$ cat config.mk
export PLATFORM = sky130hd
export DESIGN_NAME = adcseq_sequencer
export DESIGN_NICKNAME = d
export VERILOG_FILES = /design/src/adcseq_pkg.sv /design/src/adcseq_sequencer.sv
export SDC_FILE = /design/constraint.sdc
export NUM_CORES = 1
export LEC_CHECK = 0
export ABC_AREA = 1
export BUFFER_PORTS_ARGS = -buffer_cell sky130_fd_sc_hd__buf_4
export CELL_PAD_IN_SITES_DETAIL_PLACEMENT = 2
export CELL_PAD_IN_SITES_GLOBAL_PLACEMENT = 2
export CORE_UTILIZATION = 30
export DETAILED_ROUTE_END_ITERATION = 16
export GPL_TIMING_DRIVEN = 0
export PLACE_DENSITY_LB_ADDON = 0.2
export SLEW_MARGIN = 20
export SYNTH_ARGS = -nofsm -noshare
export SYNTH_HDL_FRONTEND = slang
export SYNTH_SLANG_ARGS = --single-unit
$ cat constraint.sdc
create_clock -name clk -period 1.9 [get_ports clk]
set_input_delay 0.285 -clock clk [delete_from_list [all_inputs] [get_ports clk]]
set_output_delay 0.285 -clock clk [all_outputs]
set_load 0.01 [all_outputs]
$ cat src/adcseq_pkg.sv
// Package: register map, field layout and types of the converter sequencer
package adcseq_pkg;

	// ==========================================
	// Register offsets (byte addresses)
	localparam logic [7:0] ADCSEQ_CONTROL_ONE_OFFS = 8'h00;
	localparam logic [7:0] ADCSEQ_INPUT_SELECT_OFFS = 8'h04;
	localparam logic [7:0] ADCSEQ_IRQ_STATUS_OFFS = 8'h08;
	localparam logic [7:0] ADCSEQ_IRQ_MASK_OFFS = 8'h0c;

	// ==========================================
	// Control register fields
	localparam int ADCSEQ_DONE_BIT = 0;
	localparam int ADCSEQ_SAMPLE_ENABLE_FLAG_BIT = 1;
	localparam int ADCSEQ_AUTO_BIT = 2;
	localparam int ADCSEQ_STOP_BIT = 4;
	localparam int ADCSEQ_TRIG_LSB = 5;
	localparam logic [2:0] ADCSEQ_TRIG_MANUAL = 3'h0;

	// ==========================================
	// Input select fields
	localparam int ADCSEQ_NEGB_BIT = 31;
	localparam int ADCSEQ_POSB_LSB = 24;
	localparam int ADCSEQ_NEGA_BIT = 23;
	localparam int ADCSEQ_POSA_LSB = 16;
	localparam logic [4:0] ADCSEQ_POS_LAST_ANALOG = 5'h1b;
	localparam logic [4:0] ADCSEQ_POS_INT_REF = 5'h1c;
	localparam logic [4:0] ADCSEQ_POS_TEMP = 5'h1d;
	localparam logic [4:0] ADCSEQ_POS_OPEN = 5'h1e;

	// ==========================================
	// Reset values and timing
	localparam logic [31:0] ADCSEQ_CONTROL_RESET = 32'h0000_0000;
	localparam logic [31:0] ADCSEQ_SELECT_RESET = 32'h0000_0000;
	localparam logic [3:0] ADCSEQ_SAMPLE_CYCLES = 4'h8;
	localparam logic [1:0] ADCSEQ_RESP_OKAY = 2'h0;
	localparam logic [1:0] ADCSEQ_RESP_SLVERR = 2'h2;

	typedef struct packed {
		logic negSelB;
		logic [4:0] posSelB;
		logic negSelA;
		logic [4:0] posSelA;
	} adcseq_mux_type;

	typedef struct packed {
		logic sampling;
		logic convStart;
	} adcseq_analog_type;

endpackage : adcseq_pkg

$ cat src/adcseq_sequencer.sv
// Sample and conversion sequencer with AXI4-Lite registers
//
// The implementer's own choices: the register addresses and the AXI4-Lite slave port.
`timescale 1ns/10ps
// ==========================================
// How it works
// - Stop bit set: first conversion interrupt clears auto-start, halting further runs.
// - Stop bit clear: conversions repeat, each overwriting the previous result.
// - Auto-start set: sampling restarts right after conversion completes, flag set.
// - Auto-start clear: sampling starts only on a software write of one.
// - Sample flag reads one while sampling, zero while holding.
// - Manual trigger: software writing zero to sample flag starts conversion.
// - Non-manual trigger: hardware clears sample flag, starting conversion.
// - Done flag set when conversion finishes; zero otherwise.
// - Software clears done by writing zero; conversion in progress unaffected.
// - Done flag cleared by hardware when a new conversion begins.
// - Input select bit 31 picks sample B negative input.
// - Bits 28..24 pick sample B positive input code.
// - Input select bit 23 picks sample A negative input.
// - Bits 20..16 pick sample A positive input, same codes.
module adcseq_sequencer (
	input wire logic clk,
	input wire logic rst,
	input wire logic [7:0] s_axi_awaddr,
	input wire logic s_axi_awvalid,
	output logic s_axi_awready,
	input wire logic [31:0] s_axi_wdata,
	input wire logic [3:0] s_axi_wstrb,
	input wire logic s_axi_wvalid,
	output logic s_axi_wready,
	output logic [1:0] s_axi_bresp,
	output logic s_axi_bvalid,
	input wire logic s_axi_bready,
	input wire logic [7:0] s_axi_araddr,
	input wire logic s_axi_arvalid,
	output logic s_axi_arready,
	output logic [31:0] s_axi_rdata,
	output logic [1:0] s_axi_rresp,
	output logic s_axi_rvalid,
	input wire logic s_axi_rready,
	input wire logic convDone,
	output adcseq_pkg::adcseq_analog_type analogCtl,
	output adcseq_pkg::adcseq_mux_type muxSel,
	output logic irq
);
	import adcseq_pkg::*;

	typedef enum {IDLE, SAMPLE, CONVERT} adcseq_state_type;

	adcseq_state_type state_ff;
	logic [3:0] sampleCnt_ff, wStrb_ff;
	logic [2:0] trigSrc_ff;
	logic [7:0] awAddr_ff;
	logic [31:0] inputSel_ff, wData_ff, nxt_rdata;
	logic [1:0] nxt_rresp;
	logic autoStart_ff, stopOnIrq_ff, sampleFlag_ff, doneFlag_ff, irqStatus_ff, irqMask_ff;
	logic convDoneMeta_ff, convDoneSync_ff, convDonePrev_ff, awHeld_ff, wHeld_ff;
	logic nxt_bvalid, wrFire, wrCtl, wrSel, wrStat, wrMask, convEvent;
	logic swStartSample, swEndSample, hwEndSample, convBegin;

	// Byte-lane merge, used for the input select register only
	function automatic logic [31:0] mergeBytes(input logic [31:0] old, input logic [31:0] data,
		input logic [3:0] strb);
		logic [31:0] res;
		res = old;
		for (int i = 0; i < 4; i++)
		begin
			if (strb[i])
			begin
				res[i*8 +: 8] = data[i*8 +: 8];
			end
		end
		return res;
	endfunction : mergeBytes

	// ==========================================
	// Bus write channel
	// Address and data captured independently, either order
	assign wrFire = awHeld_ff && wHeld_ff && !s_axi_bvalid;
	assign wrCtl = wrFire && awAddr_ff == ADCSEQ_CONTROL_ONE_OFFS;
	assign wrSel = wrFire && awAddr_ff == ADCSEQ_INPUT_SELECT_OFFS;
	assign wrStat = wrFire && awAddr_ff == ADCSEQ_IRQ_STATUS_OFFS;
	assign wrMask = wrFire && awAddr_ff == ADCSEQ_IRQ_MASK_OFFS;

	always_ff @(posedge clk)
	begin
		if (rst)
		begin
			awHeld_ff <= 1'b0;
			awAddr_ff <= 8'h00;
			s_axi_awready <= 1'b0;
		end
		else if (wrFire)
		begin
			awHeld_ff <= 1'b0;
			s_axi_awready <= 1'b0;
		end
		else if (s_axi_awvalid && s_axi_awready)
		begin
			awHeld_ff <= 1'b1;
			awAddr_ff <= {s_axi_awaddr[7:2], 2'b00};
			s_axi_awready <= 1'b0;
		end
		else
		begin
			s_axi_awready <= !awHeld_ff;
		end
	end

	always_ff @(posedge clk)
	begin
		if (rst)
		begin
			wHeld_ff <= 1'b0;
			wData_ff <= 32'h0000_0000;
			wStrb_ff <= 4'h0;
			s_axi_wready <= 1'b0;
		end
		else if (wrFire)
		begin
			wHeld_ff <= 1'b0;
			s_axi_wready <= 1'b0;
		end
		else if (s_axi_wvalid && s_axi_wready)
		begin
			wHeld_ff <= 1'b1;
			wData_ff <= s_axi_wdata;
			wStrb_ff <= s_axi_wstrb;
			s_axi_wready <= 1'b0;
		end
		else
		begin
			s_axi_wready <= !wHeld_ff;
		end
	end

	// Response stands until taken; a new one only once the old is gone
	assign nxt_bvalid = wrFire || (s_axi_bvalid && !s_axi_bready);

	always_ff @(posedge clk)
	begin
		if (rst)
		begin
			s_axi_bvalid <= 1'b0;
			s_axi_bresp <= ADCSEQ_RESP_OKAY;
		end
		else
		begin
			s_axi_bvalid <= nxt_bvalid;
			if (wrFire)
			begin
				s_axi_bresp <= (wrCtl || wrSel || wrStat || wrMask) ? ADCSEQ_RESP_OKAY
					: ADCSEQ_RESP_SLVERR;
			end
		end
	end

	// ==========================================
	// Bus read channel
	always_comb
	begin
		nxt_rdata = 32'h0000_0000;
		nxt_rresp = ADCSEQ_RESP_OKAY;
		unique case ({s_axi_araddr[7:2], 2'b00})
			ADCSEQ_CONTROL_ONE_OFFS:
			begin
				nxt_rdata[ADCSEQ_SAMPLE_ENABLE_FLAG_BIT] = sampleFlag_ff;
				nxt_rdata[ADCSEQ_DONE_BIT] = doneFlag_ff;
				nxt_rdata[ADCSEQ_AUTO_BIT] = autoStart_ff;
				nxt_rdata[ADCSEQ_STOP_BIT] = stopOnIrq_ff;
				nxt_rdata[ADCSEQ_TRIG_LSB +: 3] = trigSrc_ff;
			end
			ADCSEQ_INPUT_SELECT_OFFS: nxt_rdata = inputSel_ff;
			ADCSEQ_IRQ_STATUS_OFFS: nxt_rdata[0] = irqStatus_ff;
			ADCSEQ_IRQ_MASK_OFFS: nxt_rdata[0] = irqMask_ff;
			default: nxt_rresp = ADCSEQ_RESP_SLVERR;
		endcase
	end

	always_ff @(posedge clk)
	begin
		if (rst)
		begin
			s_axi_arready <= 1'b0;
			s_axi_rvalid <= 1'b0;
			s_axi_rdata <= 32'h0000_0000;
			s_axi_rresp <= ADCSEQ_RESP_OKAY;
		end
		else if (s_axi_rvalid)
		begin
			s_axi_arready <= 1'b0;
			if (s_axi_rready)
			begin
				s_axi_rvalid <= 1'b0;
			end
		end
		else if (s_axi_arvalid && s_axi_arready)
		begin
			s_axi_arready <= 1'b0;
			s_axi_rvalid <= 1'b1;
			s_axi_rdata <= nxt_rdata;
			s_axi_rresp <= nxt_rresp;
		end
		else
		begin
			s_axi_arready <= 1'b1;
		end
	end

	// ==========================================
	// Converter done input, from the analog side
	always_ff @(posedge clk)
	begin
		if (rst)
		begin
			convDoneMeta_ff <= 1'b0;
			convDoneSync_ff <= 1'b0;
			convDonePrev_ff <= 1'b0;
		end
		else
		begin
			convDoneMeta_ff <= convDone;
			convDoneSync_ff <= convDoneMeta_ff;
			convDonePrev_ff <= convDoneSync_ff;
		end
	end

	assign convEvent = state_ff == CONVERT && convDoneSync_ff && !convDonePrev_ff;

	// ==========================================
	// Sequencer
	// only a written one starts sampling when auto-start is off
	assign swStartSample = wrCtl && wStrb_ff[0] && wData_ff[ADCSEQ_SAMPLE_ENABLE_FLAG_BIT] && !sampleFlag_ff;
	// manual trigger, written zero ends sampling
	assign swEndSample = wrCtl && wStrb_ff[0] && !wData_ff[ADCSEQ_SAMPLE_ENABLE_FLAG_BIT]
		&& trigSrc_ff == ADCSEQ_TRIG_MANUAL && state_ff == SAMPLE;
	// any other trigger ends sampling after a fixed sample time
	assign hwEndSample = state_ff == SAMPLE && trigSrc_ff != ADCSEQ_TRIG_MANUAL
		&& sampleCnt_ff == 4'h0;
	assign convBegin = swEndSample || hwEndSample;

	always_ff @(posedge clk)
	begin
		if (rst)
		begin
			state_ff <= IDLE;
			sampleFlag_ff <= 1'b0;
			sampleCnt_ff <= 4'h0;
		end
		else
		begin
			unique case (state_ff)
				IDLE:
				begin
					if (swStartSample || autoStart_ff)
					begin
						state_ff <= SAMPLE;
						sampleFlag_ff <= 1'b1;
						sampleCnt_ff <= ADCSEQ_SAMPLE_CYCLES;
					end
				end
				SAMPLE:
				begin
					if (convBegin)
					begin
						state_ff <= CONVERT;
						sampleFlag_ff <= 1'b0;
					end
					else if (sampleCnt_ff != 4'h0)
						sampleCnt_ff <= sampleCnt_ff - 4'h1;
				end
				CONVERT:
				begin
					if (convEvent && autoStart_ff && !stopOnIrq_ff)
					begin
						state_ff <= SAMPLE;
						sampleFlag_ff <= 1'b1;
						sampleCnt_ff <= ADCSEQ_SAMPLE_CYCLES;
					end
					// stop set or auto-start off: back to idle, no further run
					else if (convEvent)
						state_ff <= IDLE;
				end
			endcase
		end
	end

	// ==========================================
	// Control register
	always_ff @(posedge clk)
	begin
		if (rst)
		begin
			autoStart_ff <= ADCSEQ_CONTROL_RESET[ADCSEQ_AUTO_BIT];
			stopOnIrq_ff <= ADCSEQ_CONTROL_RESET[ADCSEQ_STOP_BIT];
			trigSrc_ff <= ADCSEQ_CONTROL_RESET[ADCSEQ_TRIG_LSB +: 3];
		end
		else
		begin
			if (wrCtl && wStrb_ff[0])
			begin
				autoStart_ff <= wData_ff[ADCSEQ_AUTO_BIT];
				stopOnIrq_ff <= wData_ff[ADCSEQ_STOP_BIT];
				trigSrc_ff <= wData_ff[ADCSEQ_TRIG_LSB +: 3];
			end
			// first interrupt clears auto-start, hardware wins over write
			if (convEvent && stopOnIrq_ff)
			begin
				autoStart_ff <= 1'b0;
			end
		end
	end

	// Done flag: set wins over a simultaneous software clear
	always_ff @(posedge clk)
	begin
		if (rst)
			doneFlag_ff <= ADCSEQ_CONTROL_RESET[ADCSEQ_DONE_BIT];
		else if (convEvent)
			doneFlag_ff <= 1'b1;
		// cleared as a new conversion begins
		else if (convBegin)
			doneFlag_ff <= 1'b0;
		// written zero clears, a written one is ignored
		else if (wrCtl && wStrb_ff[0] && !wData_ff[ADCSEQ_DONE_BIT])
			doneFlag_ff <= 1'b0;
	end

	// ==========================================
	// Input select register
	always_ff @(posedge clk)
	begin
		if (rst)
		begin
			inputSel_ff <= ADCSEQ_SELECT_RESET;
		end
		else if (wrSel)
		begin
			// keep only implemented bits, rest read zero
			inputSel_ff <= mergeBytes(inputSel_ff, wData_ff, wStrb_ff) & 32'h9f9f_0000;
		end
	end

	always_ff @(posedge clk)
	begin
		if (rst)
		begin
			muxSel <= '0;
			analogCtl <= '0;
		end
		else
		begin
			muxSel.negSelB <= inputSel_ff[ADCSEQ_NEGB_BIT];
			muxSel.posSelB <= inputSel_ff[ADCSEQ_POSB_LSB +: 5];
			muxSel.negSelA <= inputSel_ff[ADCSEQ_NEGA_BIT];
			// sample A positive input, same codes
			muxSel.posSelA <= inputSel_ff[ADCSEQ_POSA_LSB +: 5];
			analogCtl.sampling <= sampleFlag_ff;
			analogCtl.convStart <= convBegin;
		end
	end

	// ==========================================
	// Interrupt status and mask
	always_ff @(posedge clk)
	begin
		if (rst)
		begin
			irqStatus_ff <= 1'b0;
			irqMask_ff <= 1'b0;
			irq <= 1'b0;
		end
		else
		begin
			// event is sticky; set beats write-one-clear
			if (convEvent)
				irqStatus_ff <= 1'b1;
			else if (wrStat && wStrb_ff[0] && wData_ff[0])
				irqStatus_ff <= 1'b0;
			if (wrMask && wStrb_ff[0])
			begin
				irqMask_ff <= wData_ff[0];
			end
			irq <= irqStatus_ff && irqMask_ff;
		end
	end

endmodule : adcseq_sequencer

Word-level counts from Yosys, hierarchy flattened
Index checks and enable logic that the tools add are counted.
- register bits: 159
- bits in latches: 0
- bits in writable memories: 0
- ROM bits: 0
- bits of input ports: 60
- output and inout bits: 56
- logic and storage cells: 148
- memories kept: 0
- add/subtract/negate cells: 1
- multipliers: 0
- divide/modulo/power cells: 0
- magnitude comparators: 0
- eq/ne operators: 16
- shifts and indexed selects: 0
- mux-type cells: 29
- bitwise operators: 2
- reduce and logical (&&, ||, !) cells: 66
- operators by type and width (kind ; number):
    2-to-1 mux 32 bit ; 4
    one-hot mux 32 bit (3 select lines) ; 1
    == test 32 x 2 -> 1 bit, second input constant ; 2
    == test 32 x 1 -> 1 bit, second input constant ; 1
    == test 32 x 3 -> 1 bit, second input constant ; 1
    logical NOT 32 bit ; 1
    logical AND 1 bit ; 28
    == test 6 x 2 -> 1 bit, second input constant ; 4
    2-to-1 mux 24 bit ; 1
    2-to-1 mux 4 bit ; 5
    == test 6 x 1 -> 1 bit, second input constant ; 2
    2-to-1 mux 1 bit ; 12
    one-hot mux 4 bit (3 select lines) ; 1
    inequality test 2 bit, second input constant ; 5
    AND reduction 2 bit ; 5
    logical NOT 1 bit ; 9
    logical NOT 8 bit ; 1
    logical NOT 6 bit ; 1
    logical OR 1 bit ; 6
    2-to-1 mux 2 bit ; 3
    one-hot mux 1 bit (3 select lines) ; 2
    AND reduction 3 bit ; 2
    nonzero test 3 bit ; 2
    OR reduction 2 bit ; 3
    10 further kinds ; 12

Logic depth before layout (Yosys ltp)
Gate-level depths: netlist of run 1.
- depth after elaboration: 10
- depth in mapped cells: 10

Least setup slack after synthesis of run 1
OpenSTA, ideal clock, no wires.
- path type: flip-flop to flip-flop
- from: register s_axi_bvalid
- to: register awAddr_ff[2]
- library setup time: 0.120 ns
- arrival time: 1.168 ns
- data required time: 1.780 ns
- path slack: 0.612 ns
- stages on the path, launching flop included: 8
- buffers on the path: 0
- period minus slack after synthesis: 1.288 ns
- cells stage by stage: dfxtp_1 > inv_1 > nand3_4 > inv_2 > nor2_1 > clkinv_1 > o21ai_0 > a21oi_1
- cells in the longest elaborated chain, start to end: 4
- ends and longest elaborated chain (element ; line ; RTL):
    start, declared ; adcseq_sequencer.sv:32 ; output logic s_axi_bvalid,
    start signal, assigned ; adcseq_sequencer.sv:149 ; s_axi_bvalid <= nxt_bvalid;
    logical NOT 1 bit ; adcseq_sequencer.sv:79 ; assign wrFire = awHeld_ff && wHeld_ff && !s_axi_bvalid;
    logical AND 1 bit ; adcseq_sequencer.sv:79 ;
    inverter 1 bit (no source line) ; -- ;
    AND reduction 2 bit (no source line) ; -- ;
    end signal, assigned ; adcseq_sequencer.sv:101 ; awAddr_ff <= {s_axi_awaddr[7:2], 2'b00};
    end, declared ; adcseq_sequencer.sv:53 ; logic [7:0] awAddr_ff;
Every way passes these cells.
A chain may end at the register's enable or synchronous reset.

Final worst setup path of run 1
- from: register awAddr_ff[5]
- to: register inputSel_ff[23]
- cells in the longest elaborated chain, start to end: 3
- ends and longest elaborated chain (element ; line ; RTL):
    == test 6 x 1 -> 1 bit ; adcseq_sequencer.sv:81 ; assign wrSel = wrFire && awAddr_ff == ADCSEQ_INPUT_SELECT_OFFS;
    logical AND 1 bit ; adcseq_sequencer.sv:81 ;
    AND reduction 2 bit (no source line) ; -- ;
    end signal, assigned ; adcseq_sequencer.sv:340 ; inputSel_ff <= mergeBytes(inputSel_ff, wData_ff, wStrb_ff) & 32'h9f9f_0000;
    end, declared ; adcseq_sequencer.sv:54 ; logic [31:0] inputSel_ff, wData_ff, nxt_rdata;
Every way passes these cells.

==> run metrics, run 1 <==
post_cts resized 0; gp weighted congestion 0.7374; layout cell share with drive strength beyond 1 0.2296; clk sink count 101; Sw Pwr 1.283 mW; Remaining DRCs 0; Req. time, crit path 2150 ps; # IOs 116; setup skew after layout 10.27 ps; core area 12570 sq um; clock tree from TritonCTS built; number of antenna violations at the first check in global routing 0; Die ar. 13340 sq um; hpwl dp 9234 um; setup slack on the worst flop-to-flop path 360 ps; total internal power 3.397 mW; Fmax achieved 0.6498 GHz; clock input transition at the sequential cells of the worst setup and hold paths 70 ps; wire length of the first global-routing pass 19050 um; H-Tree Level Count 3; actual transition at the worst max-transition pin 671.7 ps; crit path kind reg2reg; commonest non-fill, non-tap cell in the layout dfxtp_1; highest-count cells in the layout ignoring fill and taps 101 x dfxtp_1, 100 x nor2_1, 99 x buf_4, 67 x o21ai_0, 48 x inv_1; hold path cells 3; CP endpoint kind flip-flop; Max transition margin 0.5522; total grt overflow 0; Pwr Density 929.9 nW/um^2; post-DR vias/cell 4.604; Initial DRC Count 70; CP Launch Type flip-flop; Clock Power Share 0.385; count of standard-cell rows 41; post-layout minimum cycle time 1539 ps; MaxCap Viol Count 0; Final TNS setup 0 ps; critical path data arrival time 1780 ps; origin of the worst min-delay path s_axi_awaddr[7]; Reg power frac 0.489; via count of the first global-routing pass 3762; final-report hold violation count 0; switching portion of total power 0.2741; maximum number of pins on one net before global-route repair 18; post-synth design cell area 3865 sq um; result of the run complete, no violations; synthesized flop and latch total 101; Post-CTS Hold Buffers 0; drt pass-1 iters 4; Final setup viols 0; initial standard-cell utilization of the core 0.3075; ratio of final minimum period to clock period 0.8100; chip width 115.5 um; terminating pin of the worst hold path awAddr_ff[7]; Hold Path Class in2reg; quantity of I/O buffers inserted on ports 82; Area growth, synth to finish 30.20%; clock network latency to the later pin of the worst-skew pair 360 ps; post-layout net count 657; Die Span Y 115.5 um; postcts setup bufs 0; via count 3559; worst-case reg-to-reg path depth 7; RSZ-0062 raised after global routing no; fraction of the core area covered by cells at the end of the flow 0.4004; number of pins exceeding their max-slew limit in the final report 0; worst-path maximum fanout 10; maximum vdd ir drop 0.0003537 V; overall routing resource usage 0.1937; Post-DRT Antenna Nets 0; WL/cell 15.93 um; Clk Tree Root Cell clkbuf_16; register area share after synthesis 0.5231; crit path launch awAddr_ff[5]; relative contribution of combinational cells to total power 0.125; total inserted antenna cells 0; synthesized instance count 489; number of unique standard cell types used by synthesis 29; total of warnings raised by yosys 0; Clock Path Buffers 2; reported leakage power 2.200 nW; mean area per synthesized cell 7.904 sq um; critical register-to-register path endpoint inputSel_ff[23]; worst reg2reg startpoint awAddr_ff[5]; clock buffers created by TritonCTS 9; aggregate routed wire length 12310 um
-- kinds of logic after synthesis --
logic type	after synthesis	share of synthesized area
and+or+nand+nor	180	0.2075
AOI/OAI and AO/OA	119	0.1593
DFF	101	0.5231
buffers and inverters	87	0.1059
adders and majority gates	1	0.003237
other	1	0.0009703
-- state kept, by name, summed over array words and instances, names as in the netlist, 2 cells and up --
name,flops
s_axi_rdata,19
wStrb_ff,3
inputSel_ff,12
state_ff,2
awAddr_ff,6
analogCtl,2
sampleCnt_ff,4
wData_ff,19
trigSrc_ff,3
muxSel,12
-- stage by stage --
| stage | instance area [sq um] | power [mW] | hold WS [ps] | setup WS (ps) | cells |
|---|---|---|---|---|---|
| after floorplan | 3918 | 2.667 | 388.3 | 612.5 | 503 |
| after global placement | 4748 | 2.894 | 402.3 | 120.1 | 757 |
| after detailed placement | 4748 | 2.933 | 409.3 | 104.5 | 757 |
| after CTS | 5032 | 4.743 | 140.8 | 320.0 | 773 |
| after global routing | 5032 | 4.899 | 160.2 | 201.9 | 773 |
| final | 5032 | 4.680 | 148.4 | 361.0 | 773 |
-- per-layer routing --
| metal | wire [um] | part of all wire | global-route usage | vias up |
|---|---|---|---|---|
| met2 | 6129 | 0.50 | 0.3405 | 79 |
| met3 | 460 | 0.037 | 0.03033 | 13 |
| met4 | 222 | 0.018 | 0.08571 | 0 |
| li1 | - | - | - | 1750 |
| met1 | 5499 | 0.45 | 0.2331 | 1717 |
| met5 | 0 | 0 | 0 | - |
-- cells in the mapped netlist --
cell type | count | area share
nor2_4 | 4 | 0.012
inv_1 | 48 | 0.047
a31oi_1 | 3 | 0.0049
ha_1 | 1 | 0.0032
nand4_1 | 1 | 0.0016
a21oi_2 | 1 | 0.0023
buf_4 | 17 | 0.033
buf_6 | 2 | 0.0058
clkbuf_1 | 11 | 0.011
dfxtp_1 | 101 | 0.52
buf_2 | 3 | 0.0039
clkinv_1 | 1 | 0.00097
conb_1 | 1 | 0.00097
a21oi_1 | 43 | 0.056
a211oi_1 | 4 | 0.0078
buf_1 | 2 | 0.0019
nor3_1 | 9 | 0.012
nand2_2 | 5 | 0.0081
inv_2 | 3 | 0.0029
nor2_1 | 100 | 0.097
o21ai_0 | 67 | 0.087
nor2_2 | 1 | 0.0016
o21a_1 | 1 | 0.0019
nand2_1 | 44 | 0.043
nand3_4 | 2 | 0.0091
nand3b_1 | 1 | 0.0019
nand3_1 | 11 | 0.014
nand3_2 | 1 | 0.0026
nor2_8 | 1 | 0.0052
-- critical path, stage by stage (launching register included) --
cell and delay, ps:
dfxtp_1 300, inv_1 70, nand2_1 140, nor2_1 240, nand3_1 210, buf_6 190
o21ai_0 200, a21oi_1 70
-- power groups by stage --
stage | clock network [mW] | registers [mW] | logic (mW)
after floorplan | 0 | 2.34 | 0.327
after global placement | 0 | 2.33 | 0.561
after detailed placement | 0 | 2.34 | 0.593
after CTS | 1.85 | 2.29 | 0.598
after global routing | 1.94 | 2.30 | 0.654
final | 1.80 | 2.29 | 0.586
-- worst max-delay path by stage --
stage | to | slack [ps] | cells after the start
after global placement | muxSel[0] | 120 | 4
final | inputSel_ff[23] | 360 | 7
after floorplan | awAddr_ff[2] | 610 | 7
after global routing | awAddr_ff[3] | 200 | 7
after detailed placement | muxSel[1] | 100 | 4
after CTS | awAddr_ff[3] | 320 | 7
-- area by class of cell --
cell class	count	area, sq um
Timing Repair Buffer	82	615.6
Buffer	35	214.0
Inverter	52	195.2
Fill cell	1474	7536
Multi-Input combinational cell	315	1486
Clock buffer	10	239.0
Sequential cell	101	2022
Tap cell	172	215.2
Clock inverter	6	45.04
Note: power is estimated with default switching activity, not from simulation.
==> inputs of run 2 (changes only) <==
--- a/config.mk
+++ b/config.mk
@@ -9,7 +9,7 @@
 export BUFFER_PORTS_ARGS = -buffer_cell sky130_fd_sc_hd__buf_4
 export CELL_PAD_IN_SITES_DETAIL_PLACEMENT = 2
 export CELL_PAD_IN_SITES_GLOBAL_PLACEMENT = 2
-export CORE_UTILIZATION = 30
+export CORE_UTILIZATION = 26
 export DETAILED_ROUTE_END_ITERATION = 16
 export GPL_TIMING_DRIVEN = 0
 export PLACE_DENSITY_LB_ADDON = 0.2
==> constraint.sdc (replaced) <==
create_clock -name clk -period 1.28 [get_ports clk]
set_input_delay 0.192 -clock clk [delete_from_list [all_inputs] [get_ports clk]]
set_output_delay 0.192 -clock clk [all_outputs]
set_load 0.01 [all_outputs]
==> run 2 against run 1 <==
Effect of this change: the run now ends with setup timing left; hold slack worse by 100 ps; sequential share of layout area down 2.9 points; routed wire length up 3.5%; total power up 60%; critical path depth up 1; design area up 8.1%; register-to-register slack worse by 480 ps; sequential power up 49%; first-iteration DRC count up 120%; die area up 15%; clock skew down 5.0 ps; fmax up 10%; critical endpoint is now sampleCnt_ff[1].
==> run metrics, run 2 (synthesis gave the netlist of run 1 again) <==
met1 routed wirelength after detailed routing 5702 um (+3.7%); total grt overflow 0 (unchanged); clock tree from TritonCTS built; footprint of the flip-flops and latches 2028 sq um (+0.31%); clk sink count 101 (unchanged); drt pass-1 iters 4 (unchanged); DR WL met2 6460 um (+5.4%); Post-DRT Antenna Nets 0 (unchanged); top flop regs s_axi_rdata x19, wData_ff x19; hpwl dp 9247 um (+0.14%); clock network latency to the later pin of the worst-skew pair 350 ps (about the same); CP Launch Type flip-flop; MaxCap Viol Count 0 (unchanged); RSZ-0062 raised after global routing yes; Worst Setup Slack, final -116.0 ps (-476.9 ps); slowest cell on the critical path dfxtp_2; H-Tree Level Count 3 (unchanged); Clk Tree Root Cell clkbuf_16; worst-path maximum fanout 6 (-4); family with the most delay on the worst path simple AND/OR/NAND/NOR gates; clock buffers created by TritonCTS 9 (unchanged); Max transition margin 0.5889 (+0.03669); crit path kind reg2reg; multi-input combinational cell area 1637 sq um (+10%); count of filler cells inserted in the layout 1665 (+13%); placed cell area 4765 sq um (+0.34%); Hold Path Class in2reg; Detail Route met3 WL 407 um (-12%); number of pins exceeding their max-slew limit in the final report 0 (unchanged); WL/cell 15.92 um (about the same); count of standard-cell rows 44 (+7.3%); top routing layer used met4; cells traversed along the worst timing path inv_2 > nand3_4 > nor2_8 > nand3_4 > a21oi_4 > nand3_2 > nand2_2 > nor2_1; Initial DRC Count 155 (+120%); core area 14530 sq um (+16%); gp weighted congestion 0.7460 (+1.2%); largest incremental delay on the critical path 330 ps (+30 ps); setup skew after layout 5.235 ps (-5.038 ps); number of buffer and inverter stages on the critical path 1 (-1); Post-CTS Hold Buffers 0 (unchanged); overall routing resource usage 0.1735 (-0.02019); Critical Path Most Common Cell nand3_4; pre-CTS setup slack -445.7 ps (-550.2 ps); CP endpoint kind flip-flop; maximum vdd ir drop 0.0006918 V (+96%); result of the run complete, but fails checks; number of antenna violations at the first check in global routing 0 (unchanged); ratio of final minimum period to clock period 1.091 (+0.2806); layout cell share with drive strength beyond 1 0.3231 (+0.09343); wire length of the first global-routing pass 19900 um (+4.5%); highest-count cells in the layout ignoring fill and taps 109 x buf_4, 96 x dfxtp_1, 90 x nor2_1, 55 x o21ai_0, 43 x inv_1; Fmax achieved 0.7164 GHz (+10%); Finished Cell Area 5439 sq um (+8.1%); total inserted antenna cells 0 (unchanged); maximum number of pins on one net before global-route repair 18 (unchanged); actual transition at the worst max-transition pin 616.7 ps (-55.04 ps); commonest non-fill, non-tap cell in the layout buf_4; Final setup viols 36 (+36); post-layout net count 672 (+2.3%); reported leakage power 2.352 nW (+6.9%); via count of the first global-routing pass 3874 (+3.0%); final-report hold violation count 0 (unchanged); Area growth, synth to finish 40.73%; Req. time, crit path 1520 ps (-630 ps); Clock Path Buffers 2 (unchanged); critical path data arrival time 1640 ps (-140 ps); clock input transition at the sequential cells of the worst setup and hold paths 70 ps (about the same); # IOs 116 (unchanged); post-layout minimum cycle time 1396 ps (-143.1 ps); Remaining DRCs 0 (unchanged); quantity of I/O buffers inserted on ports 82 (unchanged); aggregate routed wire length 12740 um (+3.5%); chip width 123.9 um (+7.3%); Die ar. 15360 sq um (+15%); Die Span Y 123.9 um (+7.3%); violated checks setup timing; via count 3599 (+1.1%); initial standard-cell utilization of the core 0.2659 (-0.04159); post-DR vias/cell 4.499 (-2.3%); Pwr Density 1376 nW/um^2 (+48%)
-- run 2: through the flow --
stage / std cells / TNS [ps] / total power, mW / hold slack (ps) / util
2_1_floorplan: 503 / 0 / 3.959 / 299.0 / -
3_3_place_gp: 769 / -13150 / 4.309 / 393.9 / 0.3278
3_5_place_dp: 769 / -16870 / 4.357 / 397.8 / 0.3278
4_1_cts: 794 / -2190 / 7.523 / 36.85 / 0.3657
5_1_grt: 800 / -4673 / 7.844 / 76.77 / 0.3742
6_report: 800 / -1681 / 7.483 / 44.66 / 0.3742
-- run 2: final timing paths --
path / startpoint / endpoint / slack, ps / depth (start not counted)
setup / recovery: s_axi_bvalid / sampleCnt_ff[1] / -120 / 8
hold / removal: convDone / convDoneMeta_ff / 40 / 3
setup reg to reg: s_axi_bvalid / sampleCnt_ff[1] / -120 / 8
hold reg to reg: convDoneMeta_ff / convDoneSync_ff / 410 / 2
-- run 2: timing repair --
action	in CTS	in global routing
setup buffers	8	6
resized for setup	47	33
pin swaps	10	10
endpoints found under the setup margin	86	68
gates cloned	1	0
-- run 2: cell type report --
class | instances | area share
plain buffers | 35 | 0.04647
clock buffers | 10 | 0.04394
clock inverters | 6 | 0.01679
inverters | 52 | 0.03681
multi-input cells | 315 | 0.3009
flip-flops and latches | 101 | 0.3729
well taps | 184 | 0.04233
repair buffers | 97 | 0.1399
-- run 2: layer usage --
layer	vias to the layer above	GRT usage
met2	65	0.3045
met5	-	0
met1	1744	0.2157
met3	10	0.02473
li1	1780	-
met4	0	0.06027
-- run 2: power by group --
group	leakage (nW)	internal (mW)	switching (mW)
clock	0.163	1.78	1.24
combinational	1.36	0.459	0.588
sequential	0.826	3.31	0.103
total	2.35	5.55	1.93
-- run 2: worst register-to-register path: cells and delay by family, from the launching register on --
family                 cells  cell delay [ps]
flip-flops                 1              330
buffers and inverters      1               70
AO/OA/AOI/OAI              1              230
AND/OR/NAND/NOR            6              670
